### config.mk
export PLATFORM = sky130hd
export DESIGN_NAME = port_phy_mgmt_registers
export DESIGN_NICKNAME = d
export VERILOG_FILES = /design/src/xcvr_regs.v /design/src/port_phy_mgmt_registers.v
export VERILOG_INCLUDE_DIRS = /design/src
export SDC_FILE = /design/constraint.sdc
export NUM_CORES = 1
export LEC_CHECK = 0
export BUFFER_PORTS_ARGS = -buffer_cell sky130_fd_sc_hd__buf_2
export CORE_ASPECT_RATIO = 0.9
export CORE_UTILIZATION = 53
export CTS_CLUSTER_SIZE = 40
export DETAILED_ROUTE_END_ITERATION = 16
export PLACE_DENSITY_LB_ADDON = 0.05
export SYNTH_ARGS = -nofsm -noshare
export SYNTH_HDL_FRONTEND = slang
export SYNTH_HIERARCHICAL = 1
export SYNTH_SLANG_ARGS = --single-unit
### constraint.sdc
create_clock -name ref_clk_i -period 5.1 [get_ports ref_clk_i]
set_input_delay 0.255 -clock ref_clk_i [delete_from_list [all_inputs] [get_ports ref_clk_i]]
set_output_delay 0.255 -clock ref_clk_i [all_outputs]
set_load 0.005 [all_outputs]
### src/phy_mgmt_regs.vh
`ifndef PHY_MGMT_REGS_VH
`define PHY_MGMT_REGS_VH
// Serial register indices
`define IDX_BASIC_CTRL   5'h00
`define IDX_BASIC_STAT   5'h01
`define IDX_ID_HIGH      5'h02
`define IDX_ID_LOW       5'h03
`define IDX_NEG_ADVERT   5'h04
`define IDX_PARTNER      5'h05
`define IDX_NEG_EXPAN    5'h06
`define IDX_ENERGY_DETECT_POWERDOWN_CFG     5'h10
`define IDX_MODE_CTRL    5'h11
`define IDX_SPEC_MODES   5'h12
`define IDX_SPEC_IND     5'h1b
`define IDX_IRQ_SRC      5'h1d
`define IDX_IRQ_MASK     5'h1e
`define IDX_SPEC_CTRL    5'h1f
// Basic control field positions
`define BC_RESET         15
`define BC_LOOPBACK      14
`define BC_SPEED         13
`define BC_AUTONEG       12
`define BC_PWRDN         11
`define BC_RESTART       9
`define BC_DUPLEX        8
`define BC_COLTEST       7
// Writable basic control bits
`define BC_WMASK         16'hfb80
// Basic status fixed part and field positions
`define BS_FIXED         16'h7809
`define BS_NEG_DONE      5
`define BS_LINK          2
// Reset values of other writable registers
`define ADVERT_RST       16'h01e1
`define ZERO16           16'h0000
// Indirect access register fields
`define ACC_BUSY         0
`define ACC_WRITE        1
// Negotiation model time: 2 ms at 10 MHz
`define NEG_TIME_US      2000
`define NEG_CYCLES       ((`NEG_TIME_US * 10))
// Frame: 32 preamble ones, start 01
`define MDIO_PREAMBLE    6'd32
`endif

### src/xcvr_regs.v
`timescale 1ns/1ns
`include "phy_mgmt_regs.vh"
module xcvr_regs #(
    parameter NEG_CYCLES = `NEG_CYCLES
) (
    input  wire        ref_clk_i,     // System clock
    input  wire        rst_n_i,       // Async reset, active low
    input  wire        straps_ok_i,   // Straps captured
    input  wire        strap_an_i,    // Autoneg strap
    input  wire        strap_spd_i,   // Speed strap
    input  wire        strap_dup_i,   // Duplex strap
    input  wire        load_i,        // Loader rewrite strobe
    input  wire [15:0] load_data_i,   // Loader value
    input  wire        wr_i,          // Register write strobe
    input  wire [4:0]  idx_i,         // Register index
    input  wire [15:0] wdata_i,       // Write data
    input  wire        link_up_i,     // Line link level
    output reg  [15:0] rdata_o,       // Read data
    output wire [15:0] ctrl_o         // Basic control value
);
    reg [15:0] ctrl_ff;
    reg [15:0] adv_ff;
    reg [15:0] energy_detect_powerdown_ff;
    reg [15:0] mode_ff;
    reg [15:0] spec_ff;
    reg [15:0] mask_ff;
    reg [15:0] src_ff;
    reg        done_ff;
    reg        rst_pend_ff;
    reg [31:0] neg_cnt_ff;
    wire [15:0] dflt_ctrl;
    wire        ctrl_wr;

    assign dflt_ctrl = {2'b00, strap_an_i | strap_spd_i, strap_an_i, 3'b000,
                        ~strap_an_i & strap_dup_i, 8'h00};
    assign ctrl_wr = wr_i && idx_i == `IDX_BASIC_CTRL;
    assign ctrl_o  = ctrl_ff;

    // Negotiation finishes on this edge; source flag not cleared on read
    wire neg_done_nxt = !ctrl_ff[`BC_PWRDN] && ctrl_ff[`BC_AUTONEG] &&
                        !ctrl_ff[`BC_RESTART] && !rst_pend_ff &&
                        neg_cnt_ff >= NEG_CYCLES - 1;
    wire rd_src_clr = 1'b0;

    // ------------------------------------------------------------
    // Writable registers and soft reset
    // ------------------------------------------------------------
    always @(posedge ref_clk_i or negedge rst_n_i) begin
        if (!rst_n_i) begin
            ctrl_ff     <= `ZERO16;
            adv_ff      <= `ADVERT_RST;
            energy_detect_powerdown_ff     <= `ZERO16;
            mode_ff     <= `ZERO16;
            spec_ff     <= `ZERO16;
            mask_ff     <= `ZERO16;
            rst_pend_ff <= 1'b1;
        end else if (rst_pend_ff) begin
            // Defaults follow straps; special modes is soft-reset immune
            if (straps_ok_i) begin
                ctrl_ff     <= dflt_ctrl;
                adv_ff      <= `ADVERT_RST;
                energy_detect_powerdown_ff     <= `ZERO16;
                mode_ff     <= `ZERO16;
                mask_ff     <= `ZERO16;
                rst_pend_ff <= 1'b0;
            end
        end else if (load_i) begin
            ctrl_ff <= load_data_i & `BC_WMASK;
        end else if (wr_i) begin
            case (idx_i)
                `IDX_BASIC_CTRL: begin
                    ctrl_ff <= wdata_i & `BC_WMASK;
                    rst_pend_ff <= wdata_i[`BC_RESET];
                end
                `IDX_NEG_ADVERT: adv_ff  <= wdata_i;
                `IDX_ENERGY_DETECT_POWERDOWN_CFG:   energy_detect_powerdown_ff <= wdata_i;
                `IDX_MODE_CTRL:  mode_ff <= wdata_i;
                `IDX_SPEC_MODES: spec_ff <= wdata_i;
                `IDX_IRQ_MASK:   mask_ff <= wdata_i;
                default: ;
            endcase
        end else if (ctrl_ff[`BC_RESTART]) begin
            ctrl_ff[`BC_RESTART] <= 1'b0;
        end
    end

    // ------------------------------------------------------------
    // Negotiation model and event flags
    // ------------------------------------------------------------
    // Restart or power-up re-runs it; a real line takes far longer
    always @(posedge ref_clk_i or negedge rst_n_i) begin
        if (!rst_n_i) begin
            neg_cnt_ff <= 32'h0;
            done_ff    <= 1'b0;
            src_ff     <= `ZERO16;
        end else begin
            if (ctrl_ff[`BC_PWRDN] || !ctrl_ff[`BC_AUTONEG] ||
                ctrl_ff[`BC_RESTART] || rst_pend_ff) begin
                neg_cnt_ff <= 32'h0;
                done_ff    <= 1'b0;
            end else if (neg_cnt_ff < NEG_CYCLES - 1) begin
                neg_cnt_ff <= neg_cnt_ff + 32'h1;
            end else begin
                done_ff <= 1'b1;
            end
            // Set wins over clear-on-read
            if (rd_src_clr)
                src_ff <= {9'h0, ~done_ff & neg_done_nxt, 6'h0};
            else if (~done_ff & neg_done_nxt)
                src_ff[6] <= 1'b1;
        end
    end

    // ------------------------------------------------------------
    // Read decode; undecoded indices read zero
    // ------------------------------------------------------------
    always @* begin
        case (idx_i)
            `IDX_BASIC_CTRL: rdata_o = ctrl_ff;
            `IDX_BASIC_STAT: rdata_o = `BS_FIXED | {10'h0, done_ff, 2'b00,
                                       link_up_i & ~ctrl_ff[`BC_PWRDN], 2'b00};
            `IDX_ID_HIGH:    rdata_o = `ZERO16;
            `IDX_ID_LOW:     rdata_o = `ZERO16;
            `IDX_NEG_ADVERT: rdata_o = adv_ff;
            `IDX_PARTNER:    rdata_o = `ZERO16;
            `IDX_NEG_EXPAN:  rdata_o = `ZERO16;
            `IDX_ENERGY_DETECT_POWERDOWN_CFG:   rdata_o = energy_detect_powerdown_ff;
            `IDX_MODE_CTRL:  rdata_o = mode_ff;
            `IDX_SPEC_MODES: rdata_o = spec_ff;
            `IDX_SPEC_IND:   rdata_o = `ZERO16;
            `IDX_IRQ_SRC:    rdata_o = src_ff;
            `IDX_IRQ_MASK:   rdata_o = mask_ff;
            `IDX_SPEC_CTRL:  rdata_o = `ZERO16;
            default:         rdata_o = `ZERO16;
        endcase
    end
endmodule // xcvr_regs

### src/port_phy_mgmt_registers.v
`timescale 1ns/1ns
`include "phy_mgmt_regs.vh"
module port_phy_mgmt_registers #(
    parameter [4:0] PORT1_ADDR = 5'h01,  // Arbitrary default address
    parameter [4:0] PORT2_ADDR = 5'h02,  // Arbitrary default address
    parameter [4:0] VPHY_ADDR  = 5'h00,  // Arbitrary default address
    parameter       NEG_CYCLES = `NEG_CYCLES
) (
    input  wire        ref_clk_i,      // 10 MHz clock
    input  wire        rst_n_i,        // Async reset, active low
    input  wire        serial_mode_i,  // 1: serial mode, 0: I2C mode
    input  wire [2:0]  strap_an_i,     // Autoneg straps per port
    input  wire [2:0]  strap_spd_i,    // Speed straps per port
    input  wire [2:0]  strap_dup_i,    // Duplex straps per port
    input  wire        load_i,         // Loader rewrite strobe
    input  wire [1:0]  load_port_i,    // Loader target port
    input  wire [15:0] load_data_i,    // Loader control value
    input  wire        acc_wr_i,       // Indirect access write
    input  wire [15:0] acc_wdata_i,    // {addr,idx,..,write,busy}
    input  wire        dat_wr_i,       // Indirect data write
    input  wire [15:0] dat_wdata_i,    // Indirect data value
    input  wire        vmap_wr_i,      // Memory-map write, emulated port
    input  wire [4:0]  vmap_idx_i,     // Memory-map index
    input  wire [15:0] vmap_wdata_i,   // Memory-map data
    input  wire        mdc_i,          // Management clock pin
    input  wire        mdio_i,         // Management data pin in
    input  wire [1:0]  link_up_i,      // Line link levels
    output reg  [15:0] acc_rdata_o,    // Indirect access readback
    output reg  [15:0] dat_rdata_o,    // Indirect data readback
    output reg  [15:0] vmap_rdata_o,   // Memory-map read data
    output reg         mdio_o,         // Management data pin out
    output reg         mdio_oe_o,      // Management data enable
    output reg  [1:0]  loopback_o,     // Per-port loopback
    output reg  [1:0]  speed100_o,     // Per-port 100 Mbps
    output reg  [1:0]  full_dup_o,     // Per-port full duplex
    output reg  [1:0]  power_down_o    // Per-port power-down
);
    // ------------------------------------------------------------
    // Pin synchronisers and strap capture
    // ------------------------------------------------------------
    reg [1:0] mdc_sync_ff;
    reg [1:0] mdio_sync_ff;
    reg       mdc_prev_ff;
    reg       straps_ok_ff;
    reg [2:0] an_ff;
    reg [2:0] spd_ff;
    reg [2:0] dup_ff;

    always @(posedge ref_clk_i or negedge rst_n_i) begin
        if (!rst_n_i) begin
            mdc_sync_ff  <= 2'b00;
            mdio_sync_ff <= 2'b11;
            mdc_prev_ff  <= 1'b0;
            straps_ok_ff <= 1'b0;
            an_ff        <= 3'b000;
            spd_ff       <= 3'b000;
            dup_ff       <= 3'b000;
        end else begin
            mdc_sync_ff  <= {mdc_sync_ff[0], mdc_i};
            mdio_sync_ff <= {mdio_sync_ff[0], mdio_i};
            mdc_prev_ff  <= mdc_sync_ff[1];
            // Straps caught once at release, not under reset
            if (!straps_ok_ff) begin
                an_ff  <= strap_an_i;
                spd_ff <= strap_spd_i;
                dup_ff <= strap_dup_i;
                straps_ok_ff <= 1'b1;
            end
        end
    end
    wire mdc_rise = mdc_sync_ff[1] & ~mdc_prev_ff;
    wire mdc_fall = ~mdc_sync_ff[1] & mdc_prev_ff;
    wire mdio_s   = mdio_sync_ff[1];

    // ------------------------------------------------------------
    // Clause 22 frame engine
    // ------------------------------------------------------------
    localparam ST_PRE  = 3'd0;
    localparam ST_HDR  = 3'd1;
    localparam ST_TA   = 3'd2;
    localparam ST_DATA = 3'd3;
    localparam ST_IDLE = 3'd4;

    reg [2:0]  st_ff;
    reg [5:0]  cnt_ff;
    reg [13:0] hdr_ff;
    reg [15:0] sh_ff;
    reg        own_ff;

    // hdr: start(2) op(2) phyaddr(5) regidx(5)
    wire [1:0] op_s   = hdr_ff[11:10];
    wire [4:0] fr_adr = hdr_ff[9:5];
    wire [4:0] fr_idx = hdr_ff[4:0];
    wire       fr_rd  = op_s == 2'b10;
    wire       ser_wr = serial_mode_i && st_ff == ST_DATA && mdc_rise &&
                        cnt_ff == 6'd15 && !fr_rd;

    // Indirect access state; busy bit clears after one cycle
    reg [15:0] acc_ff;
    reg [15:0] dat_ff;
    reg        ind_go_ff;

    wire [4:0] ind_adr = acc_ff[15:11];
    wire [4:0] ind_idx = acc_ff[10:6];

    // Selected port and index for the shared register view
    wire [4:0]  sel_adr = serial_mode_i ? fr_adr : ind_adr;
    wire [4:0]  sel_idx = serial_mode_i ? fr_idx : ind_idx;
    wire        ind_wr  = !serial_mode_i && ind_go_ff && acc_ff[`ACC_WRITE];
    wire [15:0] sel_wd  = serial_mode_i ? {sh_ff[14:0], mdio_s} : dat_ff;
    wire [2:0]  hit = {sel_adr == VPHY_ADDR, sel_adr == PORT2_ADDR,
                       sel_adr == PORT1_ADDR};
    // Read data of the addressed set; foreign addresses read zero
    wire [15:0] rd0, rd1, rd2, vrd, ctl0, ctl1, ctl2;
    wire [15:0] sel_rd = hit[0] ? rd0 : hit[1] ? rd1 : hit[2] ? rd2 :
                         `ZERO16;

    always @(posedge ref_clk_i or negedge rst_n_i) begin
        if (!rst_n_i) begin
            st_ff     <= ST_PRE;
            cnt_ff    <= 6'd0;
            hdr_ff    <= 14'h0;
            sh_ff     <= `ZERO16;
            own_ff    <= 1'b0;
            mdio_o    <= 1'b1;
            mdio_oe_o <= 1'b0;
        end else if (!serial_mode_i) begin
            st_ff     <= ST_PRE;
            mdio_oe_o <= 1'b0;
        end else begin
            case (st_ff)
                ST_PRE: if (mdc_rise) begin
                    cnt_ff <= mdio_s ? cnt_ff + 6'd1 : 6'd0;
                    if (!mdio_s && cnt_ff >= `MDIO_PREAMBLE) begin
                        st_ff  <= ST_HDR;
                        hdr_ff <= 14'h0;
                        cnt_ff <= 6'd1;
                    end
                end
                ST_HDR: if (mdc_rise) begin
                    hdr_ff <= {hdr_ff[12:0], mdio_s};
                    cnt_ff <= cnt_ff + 6'd1;
                    if (cnt_ff == 6'd13) begin
                        st_ff  <= ST_TA;
                        cnt_ff <= 6'd0;
                    end
                end
                ST_TA: begin
                    own_ff <= |hit;
                    // Read: release for bit one, drive zero on second
                    if (mdc_fall && fr_rd && |hit && cnt_ff == 6'd1) begin
                        mdio_o    <= 1'b0;
                        mdio_oe_o <= 1'b1;
                        sh_ff     <= sel_rd;
                    end
                    if (mdc_rise) begin
                        cnt_ff <= cnt_ff + 6'd1;
                        if (cnt_ff == 6'd1) begin
                            st_ff  <= ST_DATA;
                            cnt_ff <= 6'd0;
                        end
                    end
                end
                ST_DATA: begin
                    if (mdc_fall && fr_rd && own_ff) begin
                        mdio_o <= sh_ff[15];
                        sh_ff  <= {sh_ff[14:0], 1'b0};
                    end
                    if (mdc_rise) begin
                        if (!fr_rd)
                            sh_ff <= {sh_ff[14:0], mdio_s};
                        cnt_ff <= cnt_ff + 6'd1;
                        if (cnt_ff == 6'd15)
                            st_ff <= ST_IDLE;
                    end
                end
                ST_IDLE: if (mdc_fall) begin
                    mdio_oe_o <= 1'b0;
                    mdio_o    <= 1'b1;
                    st_ff     <= ST_PRE;
                    cnt_ff    <= 6'd0;
                end
                default: st_ff <= ST_PRE;
            endcase
        end
    end

    // ------------------------------------------------------------
    // Indirect access/data pair, runs in both modes; register writes through it in I2C mode only
    // ------------------------------------------------------------
    always @(posedge ref_clk_i or negedge rst_n_i) begin
        if (!rst_n_i) begin
            acc_ff    <= `ZERO16;
            dat_ff    <= `ZERO16;
            ind_go_ff <= 1'b0;
        end else begin
            ind_go_ff <= 1'b0;
            if (ind_go_ff) begin
                acc_ff[`ACC_BUSY] <= 1'b0;
                if (!acc_ff[`ACC_WRITE])
                    dat_ff <= sel_rd;
            end else if (acc_wr_i && !acc_ff[`ACC_BUSY]) begin
                acc_ff    <= acc_wdata_i;
                ind_go_ff <= acc_wdata_i[`ACC_BUSY];
            end
            if (dat_wr_i && !acc_ff[`ACC_BUSY])
                dat_ff <= dat_wdata_i;
        end
    end

    // ------------------------------------------------------------
    // Three register sets: ports 1, 2 and the emulated port
    // ------------------------------------------------------------
    wire [2:0]  wr_v = hit & {3{ser_wr | ind_wr}};

    xcvr_regs #(.NEG_CYCLES(NEG_CYCLES)) u_port1 (
        .ref_clk_i(ref_clk_i), .rst_n_i(rst_n_i),
        .straps_ok_i(straps_ok_ff), .strap_an_i(an_ff[0]),
        .strap_spd_i(spd_ff[0]), .strap_dup_i(dup_ff[0]),
        .load_i(load_i && load_port_i == 2'd1),
        .load_data_i(load_data_i), .wr_i(wr_v[0]), .idx_i(sel_idx),
        .wdata_i(sel_wd), .link_up_i(link_up_i[0]),
        .rdata_o(rd0), .ctrl_o(ctl0));
    xcvr_regs #(.NEG_CYCLES(NEG_CYCLES)) u_port2 (
        .ref_clk_i(ref_clk_i), .rst_n_i(rst_n_i),
        .straps_ok_i(straps_ok_ff), .strap_an_i(an_ff[1]),
        .strap_spd_i(spd_ff[1]), .strap_dup_i(dup_ff[1]),
        .load_i(load_i && load_port_i == 2'd2),
        .load_data_i(load_data_i), .wr_i(wr_v[1]), .idx_i(sel_idx),
        .wdata_i(sel_wd), .link_up_i(link_up_i[1]),
        .rdata_o(rd1), .ctrl_o(ctl1));
    // Emulated port: shared register view plus memory-map port, shared view wins
    wire [4:0] v_idx = wr_v[2] ? sel_idx : (hit[2] ? sel_idx : vmap_idx_i);
    xcvr_regs #(.NEG_CYCLES(NEG_CYCLES)) u_vphy (
        .ref_clk_i(ref_clk_i), .rst_n_i(rst_n_i),
        .straps_ok_i(straps_ok_ff), .strap_an_i(an_ff[2]),
        .strap_spd_i(spd_ff[2]), .strap_dup_i(dup_ff[2]),
        .load_i(1'b0), .load_data_i(load_data_i),
        .wr_i(wr_v[2] | (vmap_wr_i & ~hit[2])),
        .idx_i(v_idx), .wdata_i(wr_v[2] ? sel_wd : vmap_wdata_i),
        .link_up_i(1'b1), .rdata_o(rd2), .ctrl_o(ctl2));
    assign vrd = rd2;

    // ------------------------------------------------------------
    // Registered outputs
    // ------------------------------------------------------------
    always @(posedge ref_clk_i or negedge rst_n_i) begin
        if (!rst_n_i) begin
            acc_rdata_o  <= `ZERO16;
            dat_rdata_o  <= `ZERO16;
            vmap_rdata_o <= `ZERO16;
            loopback_o   <= 2'b00;
            speed100_o   <= 2'b00;
            full_dup_o   <= 2'b00;
            power_down_o <= 2'b00;
        end else begin
            acc_rdata_o  <= acc_ff;
            dat_rdata_o  <= dat_ff;
            vmap_rdata_o <= vrd;
            loopback_o   <= {ctl1[`BC_LOOPBACK], ctl0[`BC_LOOPBACK]};
            power_down_o <= {ctl1[`BC_PWRDN], ctl0[`BC_PWRDN]};
            // Negotiated link assumed 100 full when autoneg is on
            speed100_o <= {ctl1[`BC_SPEED] | ctl1[`BC_AUTONEG],
                           ctl0[`BC_SPEED] | ctl0[`BC_AUTONEG]};
            full_dup_o <= {ctl1[`BC_DUPLEX] | ctl1[`BC_AUTONEG],
                           ctl0[`BC_DUPLEX] | ctl0[`BC_AUTONEG]};
        end
    end
endmodule // port_phy_mgmt_registers

### Word level (Yosys, flattened, before mapping)

Cells that the tools add are included.

| storage, ports and cells | value |
|---|---|
| output and inout port bits | 58 |
| register bits after elaboration | 537 |
| logic and storage cells | 422 |

| cells by class | value |
|---|---|
| reductions and logical operators | 116 |
| equal/unequal tests | 57 |
| add/subtract/negate cells | 4 |
| order comparisons | 7 |
| bitwise operators | 39 |
| muxes and demuxes | 141 |

Operators with widths:

| operator | count |
|---|---|
| $mux 16 | 64 |
| $pmux 16 s8 | 3 |
| $mux 32 | 6 |
| $add 32x1->32 const B | 3 |
| $ge 32x15->1 const B | 3 |
| $lt 32x15->1 const B | 3 |
| $mux 6 | 12 |
| $eq 5x5->1 const B | 10 |
| $reduce_bool 2->1 | 23 |
| $reduce_and 4->1 | 10 |
| $mux 12 | 3 |
| $pmux 16 s2 | 1 |
| $mux 1 | 30 |
| $mux 3 | 10 |
| $ne 3x3->1 const B | 10 |
| $pmux 6 s5 | 1 |
| $reduce_and 3->1 | 10 |
| $logic_and 1x1->1 | 27 |
| $mux 9 | 3 |
| $ne 2x2->1 const B | 12 |
| $pmux 12 s2 | 1 |
| $mux 5 | 4 |
| $not 1->1 | 18 |
| $logic_not 1->1 | 16 |
| other kinds (32) | 81 |

### Longest topological paths before layout

Gate-level depths: netlist of run 1.

| logic depth | value |
|---|---|
| word-level depth | 16 |
| depth in mapped cells | 15 |

### Hierarchy

The synthesis of run 1 kept the hierarchy.

By module, submodules not included:

| module | cells an instance | area an instance (µm²) | seq. area each (µm²) | instances |
|---|---|---|---|---|
| xcvr_regs at u_port1 ... | 540 | 5649.2 | 3085.5 | 2 |
| port_phy_mgmt_registers | 544 | 6373.6 | 3607.2 | 1 |
| xcvr_regs at u_vphy | 521 | 5788.1 | 3085.5 | 1 |

### Worst setup path after synthesis of run 1

No wires, ideal clock.

| timing path | value |
|---|---|
| kind | input -> register |
| start | input serial_mode_i |
| end | register dat_ff[14] |
| arrival | 3485 ps |
| stages on the path | 14 |
| slack | 1537 ps |
| library setup time | 77 ps |
| cell sequence | buf_2 -> buf_2 -> clkbuf_1 -> mux2_2 -> mux2_2 -> or3_1 -> nor3b_1 -> clkbuf_1 -> a22oi_1 -> nand3_1 -> mux2i_1 -> o2bb2ai_1 -> a22oi_1 -> a21oi_1 |

RTL lines:

| item | line | RTL |
|---|---|---|
| from (decl) | port_phy_mgmt_registers.v:11 | `input wire serial_mode_i,` |
| $mux 5 * | port_phy_mgmt_registers.v:108 | `wire [4:0] sel_idx = serial_mode_i ? fr_idx : ind_idx;` |
| named net sel_idx[3] | port_phy_mgmt_registers.v:108 |  |
| $mux 5 | port_phy_mgmt_registers.v:233 | `wire [4:0] v_idx = wr_v[2] ? sel_idx : (hit[2] ? sel_idx : vmap_idx_i);` |
| $mux 5 * | port_phy_mgmt_registers.v:233 |  |
| named net v_idx[3] | port_phy_mgmt_registers.v:233 |  |
| $eq 5x5->1 (tied with other cells) | xcvr_regs.v:118 | `case (idx_i)` |
| $pmux 16 s8 * | xcvr_regs.v:118 |  |
| named net rd2[14] | port_phy_mgmt_registers.v:114 | `wire [15:0] rd0, rd1, rd2, vrd, ctl0, ctl1, ctl2;` |
| $mux 16 (no source line) * (3 in a row) | n/a |  |
| $mux 16 * | port_phy_mgmt_registers.v:200 | `` if (!acc_ff[`ACC_WRITE]) `` |
| $mux 16 * | port_phy_mgmt_registers.v:198 | `if (ind_go_ff) begin` |
| $mux 16 * | port_phy_mgmt_registers.v:206 | `` if (dat_wr_i && !acc_ff[`ACC_BUSY]) `` |
| to (signal assigned) | port_phy_mgmt_registers.v:194 | `` dat_ff <= `ZERO16; `` |
| to (signal assigned) | port_phy_mgmt_registers.v:201 | `dat_ff <= sel_rd;` |
| to (signal assigned) | port_phy_mgmt_registers.v:207 | `dat_ff <= dat_wdata_i;` |
| to (decl) | port_phy_mgmt_registers.v:100 | `reg [15:0] dat_ff;` |

The timed path passes the listed nets; every way through them passes the cells marked *. The select of a mux whose other input is x is not followed.
A chain may end at the register's enable or synchronous reset.

### Worst setup path in the final report of run 1

| timing path | value |
|---|---|
| start | register hdr_ff[8] |
| end | register dat_ff[10] |

| between the ends | value |
|---|---|
| word-level cells in the longest chain between the ends | 12 |

Ends and longest elaborated chain:

| item | line | RTL |
|---|---|---|
| from (decl) | port_phy_mgmt_registers.v:86 | `reg [13:0] hdr_ff;` |
| from (signal assigned) | port_phy_mgmt_registers.v:141 | `hdr_ff <= {hdr_ff[12:0], mdio_s};` |
| $mux 5 * | port_phy_mgmt_registers.v:107 | `wire [4:0] sel_adr = serial_mode_i ? fr_adr : ind_adr;` |
| $logic_not 5->1 * | port_phy_mgmt_registers.v:111 | `wire [2:0] hit = {sel_adr == VPHY_ADDR, sel_adr == PORT2_ADDR,` |
| $mux 5 or $and 3x3->3 (tied branches) | port_phy_mgmt_registers.v:233, port_phy_mgmt_registers.v:214 |  |
| $mux 5 * | port_phy_mgmt_registers.v:233 |  |
| named net v_idx[2] | port_phy_mgmt_registers.v:233 |  |
| $eq 5x5->1 (tied with other cells) | xcvr_regs.v:118 |  |
| $pmux 16 s8 * | xcvr_regs.v:118 |  |
| named net rd2[10] | port_phy_mgmt_registers.v:114 |  |
| $mux 16 (no source line) * (3 in a row) | n/a |  |
| $mux 16 * | port_phy_mgmt_registers.v:200 |  |
| $mux 16 * | port_phy_mgmt_registers.v:198 |  |
| $mux 16 * | port_phy_mgmt_registers.v:206 |  |

Marks and branches as above.

==> results of run 1 <==
[final cells by class]
type | count | area (µm²)
antenna | 2 | 5.00
tap | 555 | 694
fill | 3515 | 16300
multi-input combinational | 1427 | 9730
clock buffer | 79 | 1520
timing repair buffer | 236 | 1580
inverter | 64 | 240
clock inverter | 18 | 198
sequential | 513 | 12900
[tightest hold or removal path: stages]
cell,delay (ns)
buf_2,0.07
mux2_2,0.15
mux2_2,0.13
[metal layers]
| metal | GRT usage [%] | share of wire, % | vias to the layer above |
|---|---|---|---|
| li1 | - | - | 7958 |
| met4 | 9.70 | 2.9 | 4 |
| met3 | 5.39 | 7.3 | 111 |
| met2 | 42.4 | 44 | 596 |
| met5 | 0 | 0.042 | - |
| met1 | 44.4 | 46 | 8685 |
[layout by cell type (no fill, tap or decap), types with 13 or more instances in the layout]
cell             n
a21oi_1         69
a222oi_1        39
a22oi_1         89
and2_1          61
buf_2          139
buf_4           48
clkbuf_1        16
clkbuf_16       53
dfrtp_1        492
dfstp_2         21
dlygate4sd3_1   44
inv_1           64
mux2_2         176
mux2i_1         66
nand2_1        238
nand2b_1        56
nand3_1         47
nor2_1         100
nor2b_1         31
nor3_1          13
nor4_1          18
nor4_2          13
o21ai_0        171
o2bb2ai_1       17
xnor2_1         15
[through the flow]
step | std cells | setup WS (ns)
detailed placement | 2750 | 0.892
floorplan | 2122 | 1.54
CTS | 2891 | 1.09
global route | 2892 | 0.855
global placement | 2750 | 0.947
finish | 2894 | 1.02
[power by group through the flow]
| stage | logic, W | registers (W) | clock network (W) |
|---|---|---|---|
| finish | 0.00246 | 0.00534 | 0.00386 |
| global route | 0.00265 | 0.00543 | 0.00411 |
| global placement | 0.00234 | 0.00538 | 0 |
| detailed placement | 0.00239 | 0.00541 | 0 |
| floorplan | 0.00143 | 0.00524 | 0 |
| CTS | 0.00243 | 0.00534 | 0.00394 |
[how the worst max path moves through the flow]
stage            endpoint  cells past startpoint
5_1_grt         dat_ff[9]                     13
3_5_place_dp   dat_ff[11]                     14
3_3_place_gp    dat_ff[9]                     14
4_1_cts         dat_ff[1]                     13
2_1_floorplan  dat_ff[14]                     14
6_report       dat_ff[10]                     13
==> key figures, run 1 <==
STA
  • Worst slew margin: about 17%
  • Final Cycle Share: around four fifths
  • F_max: between 200 and 250 MHz
  • Final hold vios: 0
  • Slew Viols, Final: 0
  • Fin Hold WS: approximately 0.044 ns
  • Total negative slack: 0 ns
  • Final min period: a little over 4 ns
  • RSZ-0062 raised after global routing: false
  • Worst Skew: approximately 0.019 ns
  • Worst Tran Pin Value: about 1.2 ns
  • Final Setup Violations: 0

Yosys
  • Syn Inst Count: between 2000 and 2500
  • Syn avg cell area: around 11 µm²
  • Cell area after synthesis: between 20000 and 25000 µm²
  • Yosys warnings: 6

Cells and area
  • Fin util: 62.2%
  • Post-route cell area: around 27000 µm²
  • Final #Nets: roughly 2400
  • Area growth, synth to finish: 15.3%
  • Layout cell share with drive strength beyond 1: roughly 23%
  • Largest regs: u_port1/neg_cnt_ff x32, u_port2/neg_cnt_ff x32, u_vphy/neg_cnt_ff x32

Setup path
  • Delay-heaviest family, CP: simple AND/OR/NAND/NOR gates
  • Crit-path cells: nor4b_2 > or2_2 > nand4_4 > mux2_2 > or4b_1 > nor2_1 > buf_4 > a22oi_1 > nand2_1 > mux2i_1 > o2bb2ai_1 > a22oi_1 > a21oi_1
  • Worst setup path startpoint: hdr_ff[8]
  • CP Class: reg -> reg
  • Slowest-stage cell, CP: or4b_1
  • Critical Path Max Stage Delay: 0.67 ns
  • Reg2Reg Launch Point: hdr_ff[8]
  • Worst R2R Setup Slack: 1.02 ns
  • Crit-path max FO: 7
  • Crit path DAT: around 4.6 ns
  • Req. time, crit path: 5.61 ns
  • Worst reg2reg endpoint: dat_ff[10]
  • FF-to-FF path depth: 13
  • Startpoint Class: flop
  • Crit path buf inv count: 1
  • Most used cell, CP: a22oi_1
  • Worst setup EP type: flop

Detailed routing
  • First drt pass iteration count: 8
  • ANT nets after route: 0
  • Routed WL: 64.7 mm
  • DR vias/cell: roughly 6.0
  • Drt first-iter violations: between 1500 and 2000
  • DRC: 0
  • Average wire per standard cell: between 20 and 25 µm
  • DR vias: about 17000

Floorplan
  • FP Rows: between 70 and 80
  • Chip width: between 200 and 250 µm
  • Placeable core area: roughly 43000 µm²
  • Die height: ~200 µm
  • Io pins: roughly 150
  • Die area: about 45000 µm²
  • Starting density of the core: a little over half

Pwr
  • Sequential power share: between 40% and 50%
  • Logic pwr share: roughly a fifth
  • Leakage: ~12 nW
  • Peak VDD IR: 0.000305 V
  • Switch share: 30.8%
  • Power after layout: 0.0117 W
  • P per Cell Area: ~430 nW/µm²
  • NetSw: between 0.003 and 0.004 W
  • Cell Int Power: just over 0.008 W
  • Clk pwr share: 33.1%

Global routing
  • GRT Util Overall: 29.3%
  • Total gr overflow: 0
  • Vias in the first global route: 17100
  • First-pass GRT wire length: roughly 100 mm
  • Initial antenna violation count: 3
  • Largest net degree at the start of global routing: around 160

Clock tree
  • Worst-Skew Late Latency: approximately 0.61 ns
  • Hold buffer count at cts: 44
  • TritonCTS clock tree: done
  • H-tree depth: 2
  • Post CTS Setup Buffer Count: 0
  • Cts bufs inserted: 52
  • CTS Sinks: just over 500
  • Max Root-Sink Buffers: 3
  • Clock root buffer: clkbuf_16
  • CTS resizes: 0
  • Clock slew at reported path FFs: 0.06 ns

Hold path
  • Worst Hold End: u_vphy/spec_ff[10]
  • Hold path depth: 3
  • Hold path start: vmap_wdata_i[10]
  • Worst min path class: in -> reg

Placed design
  • DP HPWL: between 40 and 50 mm
  • GPL Wtd Cong: 0.885
  • Number of port buffers: 140
  • Post-DP Area: about 25000 µm²

Run
  • Max-Cap Viols: 0

Run status
  • Status: complete, no violations
No activity file was read; power rests on OpenSTA's default activity.
==> run 2, diff against run 1 <==
clock period = 4 ns   (was 5.1 ns; I/O delays follow)
==> run 2 against run 1 <==
Clock skew increased by 0.0069 ns. Sequential share of layout area decreased by 0.98 points. Total power increased by 33%. Die area unchanged. Register-to-register slack got worse by 0.85 ns. Critical endpoint is now dat_ff[15]. Largest cell class unchanged.
==> key figures, run 2 (synthesis results as in run 1) <==
Detailed routing
  • ANT nets after route: 0 (unchanged)
  • DRC: 0 (unchanged)
  • Drt first-iter violations: 1838 (was 1920)
  • Top sig layer: met4 (was met5)
  • DR vias: 17700 (was 17400)
  • Routed WL: 66.7 mm (was 64.7 mm)
  • Met2 Routed Length: 29.1 mm (was 28.4 mm)
  • DR vias/cell: 6.02 (was 6.00)
  • Average wire per standard cell: 22.8 µm (was 22.3 µm)
  • Met3 wire len: 4.77 mm (was 4.73 mm)
  • Metal1 wirelength: 31.0 mm (was 29.7 mm)
  • First drt pass iteration count: 9 (was 8)

Floorplan
  • Die area: 44700 µm² (unchanged)
  • Starting density of the core: 53.9% (unchanged)
  • FP Rows: 72 (unchanged)
  • Chip width: 223 µm (unchanged)
  • Io pins: 149 (unchanged)
  • Placeable core area: 43200 µm² (unchanged)
  • Die height: 201 µm (unchanged)

Cells and area
  • Largest regs: u_port1/neg_cnt_ff x32, u_port2/neg_cnt_ff x32, u_vphy/neg_cnt_ff x32 (unchanged)
  • Filler cells: 3474 (was 3515)
  • Commonest non-fill, non-tap cell in the layout: dfrtp_1 (unchanged)
  • Register area: 12900 µm² (unchanged)
  • Area growth, synth to finish: 17.8% (was 15.3%)
  • Final #Nets: 2428 (was 2390)
  • Multi-input gate area: 9750 µm² (was 9730 µm²)
  • ANT cells: 0 (was 2)
  • Highest-count cells in the layout ignoring fill and taps: 492 x dfrtp_1, 238 x nand2_1, 176 x mux2_2, 171 x o21ai_0, 139 x buf_2 (unchanged)
  • Layout cell share with drive strength beyond 1: 24.0% (was 22.8%)
  • Post-route cell area: 27400 µm² (was 26800 µm²)

Placed design
  • Post-DP Area: 24900 µm² (was 24700 µm²)
  • Number of port buffers: 140 (unchanged)
  • GPL Wtd Cong: 0.927 (was 0.885)
  • DP HPWL: 45.5 mm (was 43.1 mm)

Global routing
  • Vias in the first global route: 17500 (was 17100)
  • First-pass GRT wire length: 105 mm (was 100 mm)
  • Initial antenna violation count: 0 (was 3)
  • Largest net degree at the start of global routing: 117 (was 157)
  • Total gr overflow: 0 (unchanged)
  • GRT Util Overall: 30.5% (was 29.3%)

STA
  • F_max: 261 MHz (was 245 MHz)
  • RSZ-0062 raised after global routing: false (unchanged)
  • Final min period: 3.84 ns (was 4.08 ns)
  • Worst Skew: 0.0259 ns (was 0.0191 ns)
  • Total negative slack: 0 ns (unchanged)
  • Worst Tran Pin Value: 1.25 ns (was 1.24 ns)
  • Final hold vios: 0 (unchanged)
  • Final Setup Violations: 0 (unchanged)
  • Worst slew margin: 16.2% (was 17.3%)
  • Final Cycle Share: 95.9% (was 80.1%)
  • Slew Viols, Final: 0 (unchanged)

Pwr
  • Logic pwr share: 20.8% (was 21.1%)
  • P per Cell Area: 566 nW/µm² (was 435 nW/µm²)
  • Leakage: 12.7 nW (was 12.4 nW)
  • NetSw: 0.00472 W (was 0.00359 W)
  • Clk pwr share: 34.8% (was 33.1%)
  • Sequential power share: 44.4% (was 45.8%)
  • Peak VDD IR: 0.000371 V (was 0.000305 V)
  • Switch share: 30.4% (was 30.8%)
  • Cell Int Power: 0.0108 W (was 0.00808 W)

Clock tree
  • TritonCTS clock tree: done (unchanged)
  • Max Root-Sink Buffers: 3 (unchanged)
  • CTS Sinks: 513 (unchanged)
  • H-tree depth: 2 (unchanged)
  • Worst-Skew Late Latency: 0.61 ns (about the same)
  • Clock root buffer: clkbuf_16 (unchanged)
  • Cts bufs inserted: 53 (was 52)
  • Post CTS Setup Buffer Count: 0 (unchanged)
  • Clock slew at reported path FFs: 0.06 ns (about the same)

Setup path
  • Startpoint Class: flop (unchanged)
  • Worst setup EP type: flop (unchanged)
  • Crit path DAT: 4.36 ns (was 4.59 ns)
  • CP Class: reg -> reg (unchanged)
  • Req. time, crit path: 4.52 ns (was 5.61 ns)
  • Crit-path max FO: 11 (was 7)

Run
  • Max-Cap Viols: 0 (unchanged)

Run status
  • Status: complete, no violations (unchanged)

Hold path
  • Worst min path class: in -> reg (unchanged)
[run 2: cell count changes in the layout (fill, tap and decap cells not counted), sizes merged, moves of 2 or more]
| cell | previous run | this run |
|---|---|---|
| buf | 192 | 221 |
| bufinv | 4 | 9 |
| clkinv | 12 | 9 |
| dlygate4sd3 | 44 | 52 |
| diode | 2 | 0 |
[run 2: path summary, 6_finish.rpt]
kind,from,to,slack (ns),cells after the start
min in group asynchronous,rst_n_i,acc_rdata_o[5],0.28,2
hold reg to reg,mdc_sync_ff[0],mdc_sync_ff[1],0.36,0
hold / removal,vmap_wdata_i[8],u_vphy/spec_ff[8],0.03,3
setup / recovery,hdr_ff[8],dat_ff[15],0.16,13
max in group asynchronous,rst_n_i,u_port1/adv_ff[8],2.68,3
setup reg to reg,hdr_ff[8],dat_ff[15],0.16,13
[run 2: cell type report]
cell class | instances | share of cell area (%)
clock buffer | 80 | 5.80
timing repair buffer | 273 | 7.03
multi-input combinational | 1427 | 35.6
inverter | 64 | 0.877
sequential | 513 | 46.9
clock inverter | 20 | 1.21
tap | 555 | 2.53
[run 2: critical path, cell delays in order, from the launching register on]
cell	delay, ns
dfrtp_1	0.43
nor4b_4	0.36
or2_2	0.26
nand4_4	0.23
mux2_2	0.38
or4b_1	0.61
nor2_1	0.13
buf_4	0.22
a22oi_1	0.11
nand3_1	0.23
mux2i_1	0.22
o2bb2ai_1	0.25
a22oi_1	0.10
a21oi_1	0.22
[run 2: per-layer routing]
metal  vias to the layer above  GRT usage (%)
li1                       8051              -
met1                      8785           45.9
met2                       715           45.0
met5                         -              0
met3                       106           5.05
met4                         0           9.70
[run 2: power groups by stage]
stage          Clock (W)  Sequential (W)  Combinational, W
6_report         0.00541         0.00689           0.00322
3_3_place_gp           0         0.00695           0.00305
3_5_place_dp           0         0.00695           0.00313
2_1_floorplan          0         0.00669           0.00182
5_1_grt          0.00571         0.00698           0.00346
4_1_cts          0.00550         0.00686           0.00318
[run 2: metrics by stage]
stage          cells  utilization (%)  total power, W  worst slack (ns)  hold WS, ns
6_report        2932             63.5          0.0155             0.164       0.0268
5_1_grt         2932             63.5          0.0162            0.0420       0.0349
4_1_cts         2932             63.4          0.0155             0.187     0.000695
3_5_place_dp    2780             57.8          0.0101             0.190        0.338
3_3_place_gp    2780             57.8         0.00999             0.319        0.339
2_1_floorplan   2122                -         0.00850             0.492      -0.0956
[run 2: timing repair]
item                                   4_1_cts  5_1_grt
setup endpoints to repair                    0        3
endpoints found under the hold margin      160        0
resized for setup                            0        3
hold buffers                                52        0
